$ cat config.mk
export PLATFORM = sky130hd
export DESIGN_NAME = ppsel_input_select
export DESIGN_NICKNAME = d
export VERILOG_FILES = /design/src/common/ppsel_pkg.sv /design/src/ppsel_pin_mux.sv /design/src/ppsel_input_select.sv
export SDC_FILE = /design/constraint.sdc
export NUM_CORES = 1
export LEC_CHECK = 0
export BUFFER_PORTS_ARGS = -buffer_cell sky130_fd_sc_hd__buf_2
export CAP_MARGIN = 20
export CORE_MARGIN = 4
export CORE_UTILIZATION = 55
export CTS_BUF_LIST = sky130_fd_sc_hd__clkbuf_8
export DETAILED_ROUTE_END_ITERATION = 8
export PLACE_DENSITY = 0.88
export SYNTH_ARGS = -nofsm -noshare
export SYNTH_HDL_FRONTEND = slang
export SYNTH_SLANG_ARGS = --single-unit
$ cat constraint.sdc
create_clock -name clk_sys -period 3.5 [get_ports clk_sys]
set_input_delay 0.525 -clock clk_sys [delete_from_list [all_inputs] [get_ports clk_sys]]
set_output_delay 0.525 -clock clk_sys [all_outputs]
set_load 0.02 [all_outputs]
$ cat src/common/ppsel_pkg.sv
// constants for the peripheral input pin-select block
package ppsel_pkg;
    // register bus geometry
    localparam int ADDR_W = 8;
    localparam int DATA_W = 16;
    localparam int SEL_W = 8;
    // register offsets on the plain register port
    localparam logic [7:0] SYNC_SEL_OFS = 8'h00;
    localparam logic [7:0] LEVEL_OFS = 8'h01;
    localparam logic [7:0] GEN_SEL_BASE = 8'h10;
    // field positions
    localparam int SYNC_FIELD_LSB = 8;
    localparam int LO_FIELD_LSB = 0;
    localparam int HI_FIELD_LSB = 8;
    // reset values
    localparam logic [7:0] SEL_RESET = 8'h00;
    localparam logic [15:0] REG_RESET = 16'h0000;
    // pin numbering: 0 is ground, 1..175 pads, 176..181 virtual
    localparam logic [7:0] PIN_GROUND = 8'h00;
    localparam int NUM_PADS = 175;
    localparam int VPIN_FIRST = 176;
    localparam int NUM_VPINS = 6;
    localparam int PIN_COUNT = VPIN_FIRST + NUM_VPINS;
    localparam logic [7:0] PIN_LAST = 8'hb5;
    // synchroniser depth for pad inputs
    localparam int SYNC_STAGES = 2;
endpackage : ppsel_pkg

$ cat src/ppsel_pin_mux.sv
// one selection mux: picks the pin named by a selection field
`timescale 1ns/1ps
module ppsel_pin_mux
    import ppsel_pkg::*;
(
    input wire logic [SEL_W-1:0] sel, // selection field value
    input wire logic [PIN_COUNT-1:0] pins, // pin levels, bit n is pin n
    output logic level // routed level
);
    wire inRange;
    wire isGround;

    assign isGround = (sel == PIN_GROUND);
    // out-of-range codes are invalid; ground them rather than index past the vector
    assign inRange = (sel <= PIN_LAST);
    assign level = (!isGround && inRange) ? pins[sel] : 1'b0;
endmodule : ppsel_pin_mux

$ cat src/ppsel_input_select.sv
// peripheral input pin-select: selection registers and routing
//
// Design decisions made here: the register addresses and the strobed register port.
`timescale 1ns/1ps
module ppsel_input_select
    import ppsel_pkg::*;
#(
    parameter int NUM_GEN_REGS = 2 // general select registers, two fields each
)
(
    input wire logic clk_sys, // system clock, 100 MHz
    input wire logic nrst, // synchronous reset, active low
    input wire logic [ppsel_pkg::ADDR_W-1:0] regAddr, // register address
    input wire logic [ppsel_pkg::DATA_W-1:0] regWrData, // register write data
    input wire logic regWr, // write strobe, one cycle
    input wire logic regRd, // read strobe, one cycle
    output logic [ppsel_pkg::DATA_W-1:0] regRdData, // read data, cycle after strobe
    input wire logic [ppsel_pkg::NUM_PADS-1:0] padIn, // pad levels, bit i is pin i+1
    input wire logic [ppsel_pkg::NUM_VPINS-1:0] virtIn, // peripheral outputs on pins 176..
    output logic [2*NUM_GEN_REGS:0] periphIn // routed inputs; bit 0 is pwm sync 1
);
    import ppsel_pkg::*;

    localparam int NUM_INPUTS = 2 * NUM_GEN_REGS + 1;

    // pad synchroniser, two stages
    logic [NUM_PADS-1:0] padMeta_ff;
    logic [NUM_PADS-1:0] padSync_ff;

    // selection fields, index 0 is the pwm sync 1 source
    logic [SEL_W-1:0] selField_ff [NUM_INPUTS];
    logic [SEL_W-1:0] nxt_selField [NUM_INPUTS];

    logic [NUM_INPUTS-1:0] routed;
    logic [NUM_INPUTS-1:0] periphIn_ff;
    logic [DATA_W-1:0] regRdData_ff;
    logic [DATA_W-1:0] nxt_regRdData;

    wire [PIN_COUNT-1:0] pinVec;
    wire syncHit;
    wire levelHit;
    wire [NUM_GEN_REGS-1:0] genHit;
    wire [DATA_W-1:0] syncRead;
    wire [DATA_W-1:0] levelRead;
    wire [DATA_W-1:0] genRead [NUM_GEN_REGS];

    // pads are asynchronous to clk_sys
    always_ff @(posedge clk_sys) begin
        if (!nrst) begin
            padMeta_ff <= '0;
            padSync_ff <= '0;
        end else begin
            padMeta_ff <= padIn;
            padSync_ff <= padMeta_ff;
        end
    end

    // pin vector: ground, synchronised pads, then virtual pins fed only by peripherals
    assign pinVec[0] = 1'b0;
    assign pinVec[NUM_PADS:1] = padSync_ff;
    // virtual pins take no pad and drive no pad; they loop peripheral outputs back
    assign pinVec[PIN_COUNT-1:VPIN_FIRST] = virtIn;

    // address decode
    assign syncHit = (regAddr == SYNC_SEL_OFS);
    assign levelHit = (regAddr == LEVEL_OFS);

    genvar g;
    generate
        for (g = 0; g < NUM_GEN_REGS; g++) begin : gen_dec
            assign genHit[g] = (regAddr == GEN_SEL_BASE + 8'(g));
            assign genRead[g] = {selField_ff[2*g+2], selField_ff[2*g+1]};
        end
    endgenerate

    // sync register: field in the high byte, low byte unimplemented
    assign syncRead = {selField_ff[0], 8'h00};
    assign levelRead = DATA_W'(periphIn_ff);

    // next field values: a write touches only the fields of the addressed register
    always_comb begin
        for (int i = 0; i < NUM_INPUTS; i++) begin
            nxt_selField[i] = selField_ff[i];
        end
        if (regWr && syncHit) begin
            nxt_selField[0] = regWrData[SYNC_FIELD_LSB +: SEL_W];
        end
        for (int k = 0; k < NUM_GEN_REGS; k++) begin
            if (regWr && genHit[k]) begin
                nxt_selField[2*k+1] = regWrData[LO_FIELD_LSB +: SEL_W];
                nxt_selField[2*k+2] = regWrData[HI_FIELD_LSB +: SEL_W];
            end
        end
    end

    // read mux; unmapped addresses read zero
    always_comb begin
        nxt_regRdData = REG_RESET;
        if (regRd) begin
            if (syncHit) begin
                nxt_regRdData = syncRead;
            end else if (levelHit) begin
                nxt_regRdData = levelRead;
            end
            for (int k = 0; k < NUM_GEN_REGS; k++) begin
                if (genHit[k]) begin
                    nxt_regRdData = genRead[k];
                end
            end
        end
    end

    always_ff @(posedge clk_sys) begin
        if (!nrst) begin
            for (int i = 0; i < NUM_INPUTS; i++) begin
                selField_ff[i] <= SEL_RESET;
            end
        end else begin
            for (int i = 0; i < NUM_INPUTS; i++) begin
                selField_ff[i] <= nxt_selField[i];
            end
        end
    end

    // one mux per peripheral input; codes above the last pin ground the input
    generate
        for (g = 0; g < NUM_INPUTS; g++) begin : gen_mux
            ppsel_pin_mux u_mux (
                .sel(selField_ff[g]),
                .pins(pinVec),
                .level(routed[g])
            );
        end
    endgenerate

    // registered outputs: one cycle from field or virtual pin change to the peripheral, three from a pad change
    always_ff @(posedge clk_sys) begin
        if (!nrst) begin
            periphIn_ff <= '0;
            regRdData_ff <= REG_RESET;
        end else begin
            periphIn_ff <= routed;
            regRdData_ff <= nxt_regRdData;
        end
    end

    assign periphIn = periphIn_ff;
    assign regRdData = regRdData_ff;
endmodule : ppsel_input_select

After elaboration in Yosys (flattened, before gate mapping)
Memories as Yosys holds them, arrays and structs flattened.
Index checks and enable logic that the tools add are counted.
{"block": "op_classes", "addsub": 0, "n_mul": 0, "n_div": 0, "order_cmp": 10, "n_eq_ne": 3, "n_shift": 0, "mux": 24, "bitwise": 5, "n_reduce_logical": 25}
{"cell": "two-way mux 16 bit", "n": 5}
{"cell": "zero test 8 bit", "n": 6}
{"cell": "two-way mux 8 bit", "n": 6}
{"cell": "less-than comparator 8 x 9 -> 1 bit, second input constant", "n": 5}
{"cell": "binary-select mux 1 bit (select 8 bit)", "n": 5}
{"cell": "less-or-equal comparator 8 bit, second input constant", "n": 5}
{"cell": "equality test 8 x 5 -> 1 bit, second input constant", "n": 2}
{"cell": "AND reduction 2 bit", "n": 6}
{"cell": "equality test 8 x 1 -> 1 bit, second input constant", "n": 1}
{"cell": "logical AND 1 bit", "n": 8}
{"cell": "two-way mux 1 bit", "n": 7}
{"cell": "zero test 1 bit", "n": 5}
{"cell": "two-way mux 5 bit", "n": 1}
{"cell": "OR 1 bit", "n": 5}
{"block": "word_totals", "register_bits": 371, "latchBits": 0, "ram_bits": 40, "rom_bits": 0, "input_bits": 209, "elab_cells": 76, "memories": 1}
{"name": "selField_ff", "depth": 5, "word_bits": 8, "read_ports": 5, "rd_ports_with_merged_regs": 0, "write_ports": 5, "line_no": "ppsel_input_select.sv:31", "text": "logic [SEL_W-1:0] selField_ff [NUM_INPUTS];"}

Logic depth before layout (Yosys ltp)
{"block": "depth", "ltp_word": 5, "depth_mapped": 10}

Cells and area by module
A second synthesis with hierarchy kept.
{"block": "hier_totals", "hier_cells": 1659, "hier_area_um2": 19997.9}
{"mod": "ppsel_input_select", "instances": 1, "cells_each": 974, "area_each_um2": 11746.3}
{"mod": "ppsel_pin_mux", "instances": 5, "cells_each": 137, "area_each_um2": 1650.3}

Least setup slack after synthesis
OpenSTA, ideal clock, no wires.
{"block": "synth_path", "kind": "register to register", "start": "memory selField_ff[3][1] (netlist: selField_ff[0][25])", "end": "register periphIn_ff[3] (netlist: periphIn[3])", "arrival_ps": 2354, "required_time_ps": 3373, "slack_ps": 1019, "stages_incl_launch_ff": 9, "path_cell_list": "dfxtp_1 clkbuf_1 buf_2 clkbuf_1 mux4_2 mux4_2 nand3_1 a31oi_1 or3_1"}
{"item": "start, declared", "line_no": "ppsel_input_select.sv:31"}
{"item": "end signal, assigned", "line_no": "ppsel_input_select.sv:142", "text": "periphIn_ff <= routed;"}
{"item": "end, declared", "line_no": "ppsel_input_select.sv:35", "text": "logic [NUM_INPUTS-1:0] periphIn_ff;"}

==> flow_metrics.py <==
metrics = {
    "clocking": {
        "cts_sinks": 411,
        "cts_max_path_buffers": 3,
        "cts_resized": 0,
        "cts_buffers": 61,
        "root_buffer": "clkbuf_8",
        "htree_num_levels": 2,
        "cts_tree": "built",
        "cts_hold_buf": 0,
        "worstSkewPairLatency_ns": 0.66,
        "post_cts_buffers": 0,
        "clkTransAtPathRegs_ns": 0.06,
    },
    "critical_path": {
        "crit_cells": 7,
        "worst_ep_required_time_ns": 4.00,
        "path_buf_inv": 1,
        "crit-reg2reg-launch": "selField_ff[0][17]$_SDFFE_PN0P_",
        "ff2ff_path_depth": 7,
        "start_kind": "register",
        "cp-endpoint": "periphIn[2]$_SDFF_PN0_",
        "cp_cell_sequence": "buf_4 > mux4_2 > nor2b_1 > a211oi_1 > a2111oi_0 > o21ai_0 > a31oi_1",
        "crit_fanout": 30,
        "slowest_delay_ns": 0.57,
        "r2r-end": "periphIn[2]$_SDFF_PN0_",
        "critPathArrivalTime_ns": 3.36,
        "crit_slowest_cell": "a2111oi_0",
        "path_class": "reg -> reg",
        "r2r_slack_ns": 0.63,
        "worst_setup_path_end_kind": "register",
        "cp-startpoint": "selField_ff[0][17]$_SDFFE_PN0P_",
        "critical-path-top-delay-family": "compound AO/OA/AOI/OAI gates",
    },
    "layout": {
        "ff_latch_area_um2": 8240,
        "syn2layout_area_growth_pct": 15.1,
        "multiInputGateArea_um2": 10400,
        "n_fill_cell": 2530,
        "nets": 2002,
        "fin_util_pct": 64.4,
        "final_common_cell": "dfxtp_1",
        "final_cell_mix": "dfxtp_1 (401), and2_1 (352), mux4_2 (232)",
        "drive_above_1_share_pct": 34.3,
    },
    "placed_design": {
        "dp.final_hpwl_um": 37600,
        "place_congestion": 1.01,
        "portBuffers": 229,
    },
    "synthesis": {
        "syn_inst": 1600,
        "synth_top_area_share_pct": 42.5,
        "synth.area.top_cells": "dfxtp_1 (42%), mux4_2 (27%), and2_1 (11%)",
        "yosysUniqueCellTypes": 57,
        "ys_warn_count": 0,
        "synth_area_per_cell_um2": 12.1,
        "synth-seq-cells": 411,
        "synth_edf_count": 0,
        "yosysSeqAreaShare_pct": 42.5,
        "synth_top_area_cell": "dfxtp_1",
        "synth_top_flop_cell": "dfxtp_1",
        "syn_area_um2": 19400,
        "syn_nets": 1809,
        "async_flop_share_pct": 0,
    },
    "timing": {
        "setup_viol": 0,
        "relSlewSlack_pct": 26.3,
        "whs_ns": 0.0698,
        "hold_violations": 0,
        "max_freq_mhz": 349,
        "worst_pin_slew_ns": 1.10,
        "finalSetupTns_ns": 0,
        "period_share_pct": 82.0,
        "fin_crit_ns": 2.87,
        "finClkSkew_ns": 0.0348,
        "rsz0062_at_grt": "no",
        "finalMaxSlewViolations": 0,
    },
    "floorplanning": {
        "io_pins": 230,
        "core_um2": 34600,
        "die_h_um": 196,
        "die_area_um2": 38300,
        "start_util_pct": 56.0,
        "num_rows": 68,
        "die_w_um": 196,
    },
    "power_and_ir_drop": {
        "p_leak_nw": 8.41,
        "power_density_nw_per_um2": 446,
        "ir_worst_vdd_uv": 351,
    },
    "grt": {
        "grt_max_degree": 192,
        "grt-ovfl-total": 0,
        "grt_pass1_wl_um": 82800,
        "grt_antenna_before_repair": 1,
        "grt_pass1_vias": 14500,
        "grt_use_total_pct": 27.5,
    },
    "hold_path": {
        "hold_class": "in -> reg",
    },
    "drt": {
        "avgViaCountPerCell": 6.27,
        "ant_nets": 0,
        "drc": 0,
        "drt_iter0_markers": 1955,
        "vias": 14400,
        "firstDrtPassIters": 8,
        "wl_per_cell_um": 23.4,
        "drt_wl_total_um": 53800,
    },
    "run_status": {
        "status": "complete, no violations",
    },
    "flow_run": {
        "max_cap_viol_count": 0,
    },
}
[sequential cells by signal, indices dropped and copies added (netlist names)]
signal and count:
selField_ff 40, padSync_ff 175, padMeta_ff 175, regRdData 16, periphIn 5
[Yosys cell counts, types with 3 or more instances]
cell and instances:
nand2_1 70, a211oi_1 13, nor4_1 7, o2111ai_1 3
a31oi_1 8, a211o_1 3, a311oi_1 3, nand3_1 47
o211ai_1 5, o21ai_0 15, mux4_2 232, buf_2 28
a21oi_1 54, mux2_2 10, nor3b_1 3, nor2_1 45
a2111oi_0 3, clkbuf_1 95, a22oi_1 16, mux4_1 11
mux2i_1 61, buf_1 7, nor2b_1 16, and3_1 4
nand2b_1 6, nor3_1 8, and2_1 352, nand4_1 6
dfxtp_1 411, a22o_1 3, a221oi_1 4, buf_6 6
buf_4 9, inv_1 7
[power by group]
part	leakage, nW	internal, W	total, W	switching, W
sequential	3.39	0.00487	0.00501	0.000146
clock	0.792	0.00253	0.00436	0.00183
combinational	4.23	0.000340	0.000567	0.000227
total	8.41	0.00774	0.00994	0.00220
[worst register-to-register path, delay by kind of cell (launching register included)]
family,cells,cell delay (ns)
mux,1,0.32
simple gates,1,0.15
flops,1,0.51
buf+inv,1,0.49
compound gates,4,1.24
[per-layer routing]
metal,wire length (um),track usage [%]
met5,15,0
met3,6800,7.71
met2,24600,42.7
met1,20100,36.9
met4,2190,10.7
[area by class of cell]
type,instances,area share (%)
well taps,455,2.55
flip-flops and latches,411,36.9
multi-input cells,1034,46.8
inverters,8,0.135
diodes,2,0.0224
clock buffers,81,5.00
clock inverters,33,1.43
repair buffers,277,7.12
[metrics by stage]
stage	cells	cell area (um^2)	setup slack, ns	total power [W]
2_1_floorplan	1600	19400	1.02	0.00541
3_3_place_gp	2184	20800	0.676	0.00565
3_5_place_dp	2184	20800	0.633	0.00567
4_1_cts	2298	22300	0.606	0.0100
5_1_grt	2299	22300	0.664	0.0103
6_report	2301	22300	0.631	0.00994
[cells by family after synthesis]
kind of cell           synth area share, %
and+or+nand+nor                       16.9
DFF                                   42.5
muxes                                 32.2
buffers and inverters                 3.69
AOI/OAI and AO/OA                     4.80
[worst min-delay path by stage]
stage	start	end	slack [ns]	cells after the start
CTS	padIn[174]	padMeta_ff[174]$_SDFF_PN0_	0.03	2
global route	padIn[155]	padMeta_ff[155]$_SDFF_PN0_	0.04	2
detailed placement	padMeta_ff[1]$_SDFF_PN0_	padSync_ff[1]$_SDFF_PN0_	0.42	1
finish	padIn[78]	padMeta_ff[78]$_SDFF_PN0_	0.07	2
floorplan	padMeta_ff[0]$_SDFF_PN0_	padSync_ff[0]$_SDFF_PN0_	0.41	1
global placement	padMeta_ff[27]$_SDFF_PN0_	padSync_ff[27]$_SDFF_PN0_	0.42	1
(Power assumes the default switching activity.)
